--- config.mk ---
export PLATFORM = sky130hd
export DESIGN_NAME = evs_status_top
export DESIGN_NICKNAME = d
export VERILOG_FILES = /design/src/rtl/evs_pkg.sv /design/src/rtl/evs_status_top.sv /design/src/rtl/evs_sticky_bit.sv /design/src/rtl/evs_id_rom.sv
export SDC_FILE = /design/constraint.sdc
export NUM_CORES = 1
export LEC_CHECK = 0
export BUFFER_PORTS_ARGS = -buffer_cell sky130_fd_sc_hd__buf_2
export CELL_PAD_IN_SITES_DETAIL_PLACEMENT = 2
export CELL_PAD_IN_SITES_GLOBAL_PLACEMENT = 2
export CORE_ASPECT_RATIO = 0.75
export CORE_MARGIN = 2
export CORE_UTILIZATION = 30
export DETAILED_ROUTE_END_ITERATION = 8
export MAX_ROUTING_LAYER = met4
export PLACE_DENSITY = 0.86
export RECOVER_POWER = 25
export SYNTH_ARGS = -nofsm -noshare
export SYNTH_HDL_FRONTEND = slang
export SYNTH_SLANG_ARGS = --single-unit
--- constraint.sdc ---
create_clock -name core_clk_i -period 2.15 [get_ports core_clk_i]
set_clock_uncertainty 0.15 [all_clocks]
set_input_delay 0.43 -clock core_clk_i [delete_from_list [all_inputs] [get_ports core_clk_i]]
set_output_delay 0.43 -clock core_clk_i [all_outputs]
set_load 0.05 [all_outputs]
--- src/rtl/evs_pkg.sv ---
package evs_pkg;

  // event register layout, shared by the enable mask
  localparam int unsigned EVT_W          = 8;
  localparam int unsigned BIT_OP_DONE    = 0;
  localparam int unsigned BIT_QUERY_ERR  = 2;
  localparam int unsigned BIT_DEV_ERR    = 3;
  localparam int unsigned BIT_EXEC_ERR   = 4;
  localparam int unsigned BIT_CMD_ERR    = 5;
  localparam int unsigned BIT_POWER_ON   = 7;

  // status byte layout
  localparam int unsigned STB_QUEST_BIT  = 3;
  localparam int unsigned STB_MSG_BIT    = 4;
  localparam int unsigned STB_SUM_BIT    = 5;

  // values after reset (power-up)
  localparam logic [7:0]  EVT_RST_VAL    = 8'h80;
  localparam logic [7:0]  ENA_RST_VAL    = 8'h00;
  localparam logic [7:0]  STB_RST_VAL    = 8'h00;
  localparam logic [7:0]  EVT_USED_MASK  = 8'hBD;

  // error queue depth counter
  localparam int unsigned ERR_CNT_W      = 4;

  // identification string: maker,model,serial,firmware (arbitrary values)
  localparam int unsigned ID_LEN         = 29;
  localparam int unsigned ID_ADDR_W      = 5;
  localparam logic [8*ID_LEN-1:0] ID_STR = "VENDORX,LOAD01,SN00001,FW0001";
  localparam logic [7:0]  ID_END_CHAR    = 8'h0A;

  // read source selection
  typedef enum logic [4:0] {
    EVS_RD_NONE = 5'b00001,
    EVS_RD_ENA  = 5'b00010,
    EVS_RD_EVT  = 5'b00100,
    EVS_RD_STB  = 5'b01000,
    EVS_RD_ID   = 5'b10000
  } evs_rd_e;

endpackage : evs_pkg

--- src/rtl/evs_status_top.sv ---
// Summary of operation
// [RULE1] A clear-status command empties the event register, the status byte summary and the error queue; an event bit set in the same cycle stays set.
// [RULE2] An enable bit at one lets the event in the same position reach the summary.
// [RULE3] The summary bit of the status byte is the OR of all enabled event bits.
// [RULE4] Reading the event register returns its value and then clears it entirely; an event bit set in the same cycle as the read stays set.
// [RULE5] Event register and enable mask share one layout: 0 done, 2 query, 3 device, 4 execution, 5 command, 7 power-on.
// [RULE6] The power-on bit (bit 7) is one after every power-up.
// [RULE7] The operation-complete command clears the operation-complete bit.
// [RULE8] After that command the bit returns to one once all earlier commands have finished.
// [RULE9] The reset command restores all settings to their factory defaults; here it only pulses defaults_restore_o for one cycle.
// [RULE10] The identification query returns one comma-separated string of maker, model, serial and firmware.
// [RULE11] Status byte bits do not latch; each follows its source.
// [RULE12] Event bits stay set until a read of the register or a clear-status command; bit 0 also clears on the operation-complete command.
module evs_status_top #(
  parameter int unsigned ERR_CNT_W = evs_pkg::ERR_CNT_W
) (
  input  wire logic                          core_clk_i,
  input  wire logic                          rst_i,
  input  wire logic                          cmd_cls_i,
  input  wire logic                          cmd_ena_wr_i,
  input  wire logic [7:0]                    cmd_ena_data_i,
  input  wire logic                          cmd_ena_rd_i,
  input  wire logic                          cmd_evt_rd_i,
  input  wire logic                          cmd_stb_rd_i,
  input  wire logic                          cmd_id_rd_i,
  input  wire logic [evs_pkg::ID_ADDR_W-1:0] cmd_id_addr_i,
  input  wire logic                          cmd_opc_i,
  input  wire logic                          cmd_rst_i,
  input  wire logic                          busy_i,
  input  wire logic                          evt_query_err_i,
  input  wire logic                          evt_dev_err_i,
  input  wire logic                          evt_exec_err_i,
  input  wire logic                          evt_cmd_err_i,
  input  wire logic                          err_pop_i,
  input  wire logic                          quest_i,
  input  wire logic                          msg_avail_i,
  output logic      [7:0]                    rd_data_o,
  output logic                               rd_valid_o,
  output logic      [7:0]                    status_byte_o,
  output logic                               evt_summary_o,
  output logic      [ERR_CNT_W-1:0]          err_count_o,
  output logic                               defaults_restore_o
);

  logic [7:0]           evt_val;
  logic [7:0]           evt_set;
  logic [7:0]           evt_clr;
  logic [7:0]           ena_q;
  logic [7:0]           ena_d;
  logic                 opc_pend_q;
  logic                 opc_pend_d;
  logic                 opc_done_set;
  logic                 summary;
  logic [7:0]           stb_q;
  logic [7:0]           stb_d;
  logic [ERR_CNT_W-1:0] err_cnt_q;
  logic [ERR_CNT_W-1:0] err_cnt_d;
  logic                 err_push;
  logic                 err_full;
  logic                 err_empty;
  logic [7:0]           rd_data_q;
  logic [7:0]           rd_data_d;
  logic                 rd_valid_q;
  logic                 any_rd;
  logic                 rst_pulse_q;
  logic [7:0]           id_data;
  evs_pkg::evs_rd_e     rd_sel_q;
  evs_pkg::evs_rd_e     rd_sel_d;

  // event sources in register layout
  assign evt_set[evs_pkg::BIT_OP_DONE]   = opc_done_set;   // see [RULE8]
  assign evt_set[1]                      = 1'b0;
  assign evt_set[evs_pkg::BIT_QUERY_ERR] = evt_query_err_i; // see [RULE5]
  assign evt_set[evs_pkg::BIT_DEV_ERR]   = evt_dev_err_i;
  assign evt_set[evs_pkg::BIT_EXEC_ERR]  = evt_exec_err_i;
  assign evt_set[evs_pkg::BIT_CMD_ERR]   = evt_cmd_err_i;
  assign evt_set[6]                      = 1'b0;
  assign evt_set[evs_pkg::BIT_POWER_ON]  = 1'b0;

  // read and clear-status wipe the whole register
  assign evt_clr[evs_pkg::BIT_OP_DONE] = cmd_cls_i | cmd_evt_rd_i | cmd_opc_i; // see [RULE7]
  assign evt_clr[7:1] = {7{cmd_cls_i | cmd_evt_rd_i}}; // see [RULE4]

  // sticky event bits; power-on bit comes out of reset at one
  for (genvar i = 0; i < 8; i++) begin : g_evt
    evs_sticky_bit #(
      .RST_VAL (evs_pkg::EVT_RST_VAL[i])
    ) u_bit (
      .core_clk_i (core_clk_i),
      .rst_i      (rst_i),
      .set_i      (evt_set[i]),
      .clr_i      (evt_clr[i]),
      .q_o        (evt_val[i])
    ); // see [RULE12] see [RULE6]
  end

  // operation-complete tracking
  assign opc_pend_d   = cmd_opc_i | (opc_pend_q & busy_i);
  assign opc_done_set = opc_pend_q & ~busy_i & ~cmd_opc_i; // see [RULE8]

  // enable mask, unused bits held at zero
  assign ena_d = cmd_ena_wr_i ? (cmd_ena_data_i & evs_pkg::EVT_USED_MASK) : ena_q;

  // summary and status byte follow their sources
  assign summary = |(evt_val & ena_q); // see [RULE2] see [RULE3]

  always_comb begin
    stb_d                         = 8'h00;
    stb_d[evs_pkg::STB_QUEST_BIT] = quest_i;
    stb_d[evs_pkg::STB_MSG_BIT]   = msg_avail_i;
    stb_d[evs_pkg::STB_SUM_BIT]   = summary; // see [RULE11]
  end

  // error queue depth
  assign err_push  = evt_query_err_i | evt_dev_err_i | evt_exec_err_i | evt_cmd_err_i;
  assign err_full  = &err_cnt_q;
  assign err_empty = (err_cnt_q == '0);
  assign err_cnt_d = cmd_cls_i                        ? '0 :                       // see [RULE1]
                     (err_push & ~err_pop_i & ~err_full) ? err_cnt_q + 1'b1 :
                     (err_pop_i & ~err_push & ~err_empty) ? err_cnt_q - 1'b1 :
                     err_cnt_q;

  // read path
  assign any_rd   = cmd_ena_rd_i | cmd_evt_rd_i | cmd_stb_rd_i | cmd_id_rd_i;
  assign rd_sel_d = cmd_evt_rd_i ? evs_pkg::EVS_RD_EVT :
                    cmd_ena_rd_i ? evs_pkg::EVS_RD_ENA :
                    cmd_stb_rd_i ? evs_pkg::EVS_RD_STB :
                    cmd_id_rd_i  ? evs_pkg::EVS_RD_ID  : evs_pkg::EVS_RD_NONE;

  always_comb begin
    case (rd_sel_d)
      evs_pkg::EVS_RD_EVT: rd_data_d = evt_val; // see [RULE4]
      evs_pkg::EVS_RD_ENA: rd_data_d = ena_q;
      evs_pkg::EVS_RD_STB: rd_data_d = stb_q;
      default:             rd_data_d = 8'h00;
    endcase
  end

  evs_id_rom u_id_rom (
    .core_clk_i (core_clk_i),
    .rst_i      (rst_i),
    .rd_i       (cmd_id_rd_i),
    .addr_i     (cmd_id_addr_i),
    .data_o     (id_data)
  ); // see [RULE10]

  assign rd_data_o          = (rd_sel_q == evs_pkg::EVS_RD_ID) ? id_data : rd_data_q;
  assign rd_valid_o         = rd_valid_q;
  assign status_byte_o      = stb_q;
  assign evt_summary_o      = stb_q[evs_pkg::STB_SUM_BIT];
  assign err_count_o        = err_cnt_q;
  assign defaults_restore_o = rst_pulse_q; // see [RULE9]

  always_ff @(posedge core_clk_i or posedge rst_i) begin
    if (rst_i) begin
      ena_q      <= evs_pkg::ENA_RST_VAL;
      opc_pend_q <= 1'b0;
      stb_q      <= evs_pkg::STB_RST_VAL;
      err_cnt_q  <= '0;
    end else begin
      ena_q      <= ena_d;
      opc_pend_q <= opc_pend_d;
      stb_q      <= stb_d;
      err_cnt_q  <= err_cnt_d;
    end
  end

  always_ff @(posedge core_clk_i or posedge rst_i) begin
    if (rst_i) begin
      rd_data_q   <= 8'h00;
      rd_valid_q  <= 1'b0;
      rd_sel_q    <= evs_pkg::EVS_RD_NONE;
      rst_pulse_q <= 1'b0;
    end else begin
      rd_data_q   <= rd_data_d;
      rd_valid_q  <= any_rd;
      rd_sel_q    <= rd_sel_d;
      rst_pulse_q <= cmd_rst_i;
    end
  end
endmodule : evs_status_top

--- src/rtl/evs_sticky_bit.sv ---
module evs_sticky_bit #(
  parameter logic RST_VAL = 1'b0
) (
  input  wire logic core_clk_i,
  input  wire logic rst_i,
  input  wire logic set_i,
  input  wire logic clr_i,
  output logic      q_o
);

  logic q_q;
  logic q_d;

  // set wins over a clear in the same cycle
  assign q_d = set_i | (q_q & ~clr_i);
  assign q_o = q_q;

  always_ff @(posedge core_clk_i or posedge rst_i) begin
    if (rst_i) begin
      q_q <= RST_VAL;
    end else begin
      q_q <= q_d;
    end
  end

endmodule : evs_sticky_bit

--- src/rtl/evs_id_rom.sv ---
module evs_id_rom #(
  parameter int unsigned LEN    = evs_pkg::ID_LEN,
  parameter int unsigned ADDR_W = evs_pkg::ID_ADDR_W
) (
  input  wire logic              core_clk_i,
  input  wire logic              rst_i,
  input  wire logic              rd_i,
  input  wire logic [ADDR_W-1:0] addr_i,
  output logic      [7:0]        data_o
);

  logic [7:0] data_q;
  logic [7:0] data_d;
  logic       in_range;

  // first character sits in the top byte of the string constant
  assign in_range = (32'(addr_i) < LEN);
  assign data_d   = in_range ? evs_pkg::ID_STR[8*(LEN-1-32'(addr_i)) +: 8]
                             : evs_pkg::ID_END_CHAR;
  assign data_o   = data_q;

  always_ff @(posedge core_clk_i or posedge rst_i) begin
    if (rst_i) begin
      data_q <= 8'h00;
    end else if (rd_i) begin
      data_q <= data_d;
    end
  end

endmodule : evs_id_rom

; ---- Word level (Yosys, flattened, before mapping)
; Index checks and enable logic that the tools add are counted.
[word_totals]
reg_bits = 45
[op_classes]
add_sub_neg = 3
order_cmp = 1
eq_ne = 4
n_shift = 1
muxes = 10
n_bitwise = 38
reduce_logical = 4
[ops]
columns = operator, n
row1 = $shiftx A232 B33 Y8 const A, 1
row2 = $pmux W8 S3, 1
row3 = $mux W5, 4
row4 = $mux W8, 2
row5 = $and A1 B1 Y1, 15
row6 = $or A1 B1 Y1, 14
row7 = $mux W4, 3
row8 = $and A8 B8 Y8, 1
row9 = $not A1 Y1, 8
row10 = $reduce_or A8 Y1, 1
row11 = $sub A5 B5 Y6 const A, 1
row12 = $eq A5 B2 Y1 const B, 1
row13 = $eq A5 B3 Y1 const B, 1
row14 = $eq A5 B4 Y1 const B, 1
row15 = $eq A5 B5 Y1 const B, 1
row16 = $lt A5 B5 Y1 const B, 1
row17 = $add A4 B1 Y4 const B, 1
row18 = $logic_not A4 Y1, 1
row19 = $reduce_and A4 Y1, 1
row20 = $sub A4 B1 Y4 const B, 1
row21 = $reduce_bool A3 Y1, 1

; ---- Longest topological paths before layout
[depth]
depth_word = 9
depth_mapped = 9
depth_no_buf = 9

; ---- By module
; Synthesis repeated with hierarchy kept, for this count alone.
[hier_totals]
cells_unflattened = 260
hier_area_um2 = 2628.8
[modules_own_cells]
columns = mod, instances, cells_each, area_per_inst_um2, seq_area_each_um2
row1 = evs_status_top, 1, 112, 1392.6, 726.9
row2 = evs_id_rom, 1, 116, 914.6, 175.2
row3 = evs_sticky_bit (g_evt[0].u_bit ...), 7, 4, 40.0, 25.0
row4 = evs_sticky_bit (g_evt[7].u_bit), 1, 4, 41.3, 26.3

; ---- Worst setup path after synthesis
; No wires, ideal clock.
[synth_timing]
kind = register -> register
start = reg err_cnt_q[2], in the netlist err_count_o[2]
end = reg err_cnt_q[3], in the netlist err_count_o[3]
arrival_time_ns = 2.322
required_ns = 1.923
setup_slack_ns = -0.399
stages_incl_launch_ff = 10
path_buffers = 0
synth_period_minus_slack_ns = 2.549
path_cell_list = dfrtp_1 -> and4_1 -> nor3_2 -> inv_1 -> ha_1 -> a21o_1 -> a21oi_1 -> xnor2_1 -> or3_1 -> a21oi_1
[synth_between]
elab_chain_len = 5
[synth_lines]
columns = element, line_no
row1 = "start, declared", evs_status_top.sv:56  ; logic [ERR_CNT_W-1:0] err_cnt_q;
row2 = "start signal, assigned", evs_status_top.sv:164  ; err_cnt_q <= err_cnt_d;
row3 = branches (longest 5 deep; another with $sub A4 B1 Y4), --
; Parallel ways; which one is timed is not known. The select of a mux whose other input is x is not followed.
; A chain may end at the register's enable or synchronous reset.

; ---- Final worst setup path
[layout_timing]
start = reg rd_sel_q[2]
end = out rd_data_o[5]
[layout_between]
elab_chain_len = 2
[layout_lines]
columns = element, line_no
row1 = "start, declared", evs_status_top.sv:67  ; evs_pkg::evs_rd_e rd_sel_q;
row2 = "start signal, assigned", evs_status_top.sv:172  ; rd_sel_q <= evs_pkg::EVS_RD_NONE;
row3 = "start signal, assigned", evs_status_top.sv:177  ; rd_sel_q <= rd_sel_d;
row4 = $eq A5 B5 Y1, evs_status_top.sv:147  ; assign rd_data_o = (rd_sel_q == evs_pkg::EVS_RD_ID) ? id_data : rd_data_q;
row5 = $mux W8, evs_status_top.sv:147
row6 = "end, declared", evs_status_top.sv:37  ; output logic [7:0] rd_data_o,
; No other way between the ends.

==> impl_summary.md <==
Cells and area
Summing all non-filler instances in the final layout gives an area of 3160 um2. The multi-input combinational cells in the finished layout cover a total of 1230 um2. Relative to the synthesized area, the layout overhead comes to 33.5%. In the final layout, the share of cells above drive strength 1 is 40.3%. The filler cells instantiated in the layout total 820.

The area taken by flip-flops and latches is 1110 um2. The repair_antennas step left the layout with diodes totalling 0. The net count of the finished layout is 339.

Logic synthesis
The post-synthesis cell type count is 56. Sequential cells were found to cover 46.7% of the synthesized design area. For this run, the number of Yosys warnings is 0.

The number of synthesized register bits is 44. The synthesized netlist occupies a cell area of 2360 um2. For this run, the leading register cell type out of synthesis is sky130_fd_sc_hd__dfrtp_1. In this run the mean area of a mapped cell was 10.2 um2. The instance count of the mapped netlist is 232. Counting flops with a built-in enable in the synthesized netlist gives 0. The fraction of registers with async set/reset is 100%.

Worst setup path
The highest fanout seen on the critical path is 8. The worst setup path is of the reg2out kind. The required arrival time at the worst endpoint is 1.57 ns. In this run the register-to-register setup slack is 0.01 ns. The worst setup path is launched from a flop.

Counting cells, the worst reg-to-reg path comes to 9. The nature of the critical path endpoint is an output port. The arrival time at the worst endpoint is 1.73 ns.

Global routing
The number of global-route vias before repair is 2377. The total congestion overflow is 0. The initial antenna violation count is 0. The largest net degree at the start of global routing is 45. For this run, the total global-route usage over all layers was measured as 20.5%. The first global-routing pass estimated 13.0 mm of wire.

Power and ir drop
The clock network power share is 25.3%. The portion of total power attributed to combinational logic is 31.2%. Summed over all cells, the static leakage comes to 1.43 nW. The power per cell area is 695 nW/um2. Net switching is 34.9% of the power. The worst IR drop on VDD is 0.286 mV.

The cell-internal power is 0.00143 W. The total net switching power is 0.000766 W. Sequential cells account for 43.5% of the total power.

Min path
The type of the tightest min-delay check is in2reg. The number of cells on the worst hold path is 1.

Clock tree
The number of H-tree branching levels is 2. The clock transition at the registers of the reported paths is 0.09 ns. The total CTS buffers is 5. For this design, the sink count on the clock tree is 44.

The root buffer cell chosen for the clock tree is sky130_fd_sc_hd__clkbuf_8. The clock latency on the worst-skew pair is 0.31 ns. TritonCTS built the clock tree. The number of buffers on the longest clock path is 2.

Place
Detailed placement ended at an HPWL of 5.99 mm. Input and output buffers added on the ports amount to 46. The routability congestion estimate is 0.897.

After detailed placement, the total cell area comes to 2930 um2.

Timing
Timing would allow up to 0.432 GHz. The max-slew violation total from the final report was 0. The total count of hold-check failures in the final report was 0. Setup repair after global routing could not meet its margin everywhere. The slew of the pin with the lowest slew margin is 1.12 ns. The normalized max-slew margin is 25.0%. The final setup violation count is 8. The final setup TNS is -1.18 ns. The final critical path time including I/O delays and setup is 2.31 ns. In the finished design, the share of the clock period the worst path needs comes to 108%. In the post-route analysis, the smallest setup slack over all paths is -0.165 ns.

Floorplanning
The vertical die dimension is 80.9 um. In this run the count of I/O pins placed on the die edge is 54. The core area is 7500 um2. After floorplanning, the core was divided into 27 placement rows.

The die area is 8610 um2. The floorplan die width is 106 um. For this configuration, the core starts out at a cell density of 31.5%.

Job
Max-cap violations in this run came to 0.

Status
The checks that failed: negative setup slack. The flow ran to the end, but the final reports show violations.

Detailed routing
In the routed design, unresolved DRC markers number 0. The number of search-and-repair iterations in the first detailed-routing pass is 4. The final route contains 2083 vias. The routed via count divided by cell count is 5.13. Once detail routing completed, the nets flagged for antenna violations numbered 0. The count of routing violations after the opening detailed-route iteration is 98.

The aggregate routed wire length is 8.27 mm. The routed length per instance is 20.4 um.
==> state kept, by name (all words and copies together), names as in the netlist <==
register / count
defaults_restore_o: 1
ena_q: 6
err_count_o: 4
g_evt.u_bit.q_o: 8
opc_pend_q: 1
rd_data_q: 8
rd_sel_q: 5
rd_valid_o: 1
status_byte_o: 3
u_id_rom.data_o: 7
==> worst max-delay path: stages, from the launching register on <==
cell and delay, ns:
sky130_fd_sc_hd__dfrtp_1 0.40, sky130_fd_sc_hd__nor4_4 0.26, sky130_fd_sc_hd__and2_4 0.28, sky130_fd_sc_hd__mux2_4 0.34, sky130_fd_sc_hd__buf_8 0.15
==> cell families (layout without fill, tap and decap cells) <==
group / Yosys count / count (layout) / share of synthesized area [%]
buf+inv: 29 / 98 / 6.09
other cells: 1 / 5 / 0.159
simple gates: 70 / 70 / 15.8
xor+xnor: 9 / 9 / 4.13
mux: 15 / 15 / 7.09
fa+ha+maj: 4 / 4 / 2.44
flops: 44 / 44 / 46.7
compound gates: 60 / 60 / 17.6
==> power groups by stage <==
| stage | Clock [W] | Sequential (W) | Combinational [W] |
|---|---|---|---|
| 2_1_floorplan | 0 | 0.00101 | 0.000357 |
| 3_3_place_gp | 0 | 0.000955 | 0.000595 |
| 3_5_place_dp | 0 | 0.000966 | 0.000636 |
| 4_1_cts | 0.000575 | 0.000953 | 0.000688 |
| 5_1_grt | 0.000606 | 0.000962 | 0.000733 |
| 6_report | 0.000554 | 0.000954 | 0.000685 |
==> Yosys cell counts (all sizes together), types with 2 or more instances <==
library cell,instances,area [um2]
a211o,2,17.5
a21o,7,52.6
a21oi,14,70.1
a22oi,3,22.5
a31oi,3,33.8
and2,6,37.5
buf,11,76.3
clkbuf,7,26.3
dfrtp,42,1050
dfstp,2,52.6
ha,3,37.5
inv,11,41.3
mux2,14,158
nand2,17,63.8
nand2b,4,25.0
nand3,4,20.0
nor2,16,60.1
nor2b,4,25.0
nor3,5,30.0
nor4,3,33.8
o211ai,3,22.5
o21ai,13,65.1
o22ai,2,12.5
o311ai,2,25.0
o32ai,2,17.5
or3,2,12.5
or4,2,15.0
xnor2,6,52.6
xor2,3,45.1
==> layer usage <==
metal	vias to the layer above	share of wire (%)	global-route usage, %	wire length [um]
met2	59	52	36.9	4260
met5	-	0	-	0
met3	13	4.6	4.01	378
met1	1059	43	24.1	3520
li1	952	-	-	-
met4	0	1.2	4.42	99
==> worst paths after layout <==
| kind | startpoint | endpoint |
|---|---|---|
| worst max-delay path | rd_sel_q[2] | rd_data_o[5] |
| worst min-delay path | msg_avail_i | status_byte_o[4] |
| worst max register to register | err_count_o[2] | err_count_o[3] |
| worst min register to register | opc_pend_q | opc_pend_q |
| max in group asynchronous | rst_i | err_count_o[2] |
| min in group asynchronous | rst_i | defaults_restore_o |
==> per-stage QoR <==
| step | hold WS, ns | power, W | instances | util (%) | setup WS, ns |
|---|---|---|---|---|---|
| floorplan | 0.295 | 0.00136 | 236 | - | -0.190 |
| global placement | 0.303 | 0.00155 | 396 | 39.0 | -0.146 |
| detailed placement | 0.321 | 0.00160 | 396 | 39.0 | -0.271 |
| CTS | 0.0121 | 0.00222 | 405 | 42.1 | -0.229 |
| global route | 0.0594 | 0.00230 | 406 | 42.1 | -0.220 |
| finish | 0.0732 | 0.00219 | 406 | 42.1 | -0.165 |
==> repair_timing <==
action / in CTS / in global routing
resized for setup: 35 / 4
endpoints found under the setup margin: 9 / 10
pin swaps: 3 / 3
hold buffers: 0 / 0
setup buffers: 1 / 2
==> cell usage in the layout, fill, tap and decap left out, drive strengths merged, types with 3 or more instances in the layout <==
cell type	count
nor4	3
nand2	17
nor2b	4
and2	6
xnor2	6
a21o	7
inv	10
a21oi	14
dfrtp	42
mux2	14
nand3	4
nand2b	4
o21ai	13
ha	3
nor3	5
nor2	16
clkinv	3
xor2	3
buf	77
clkbuf	8
conb	5
o211ai	3
a31oi	3
a22oi	3
==> cell type report <==
class                           count  share of cell area [%]
Clock buffer                        6                    2.62
Clock inverter                      2                   0.317
Inverter                           11                    1.31
Multi-Input combinational cell    163                    38.9
Sequential cell                    44                    35.1
Tap cell                          101                    4.00
Timing Repair Buffer               79                    17.7
Note: power is estimated with default switching activity, not from simulation.
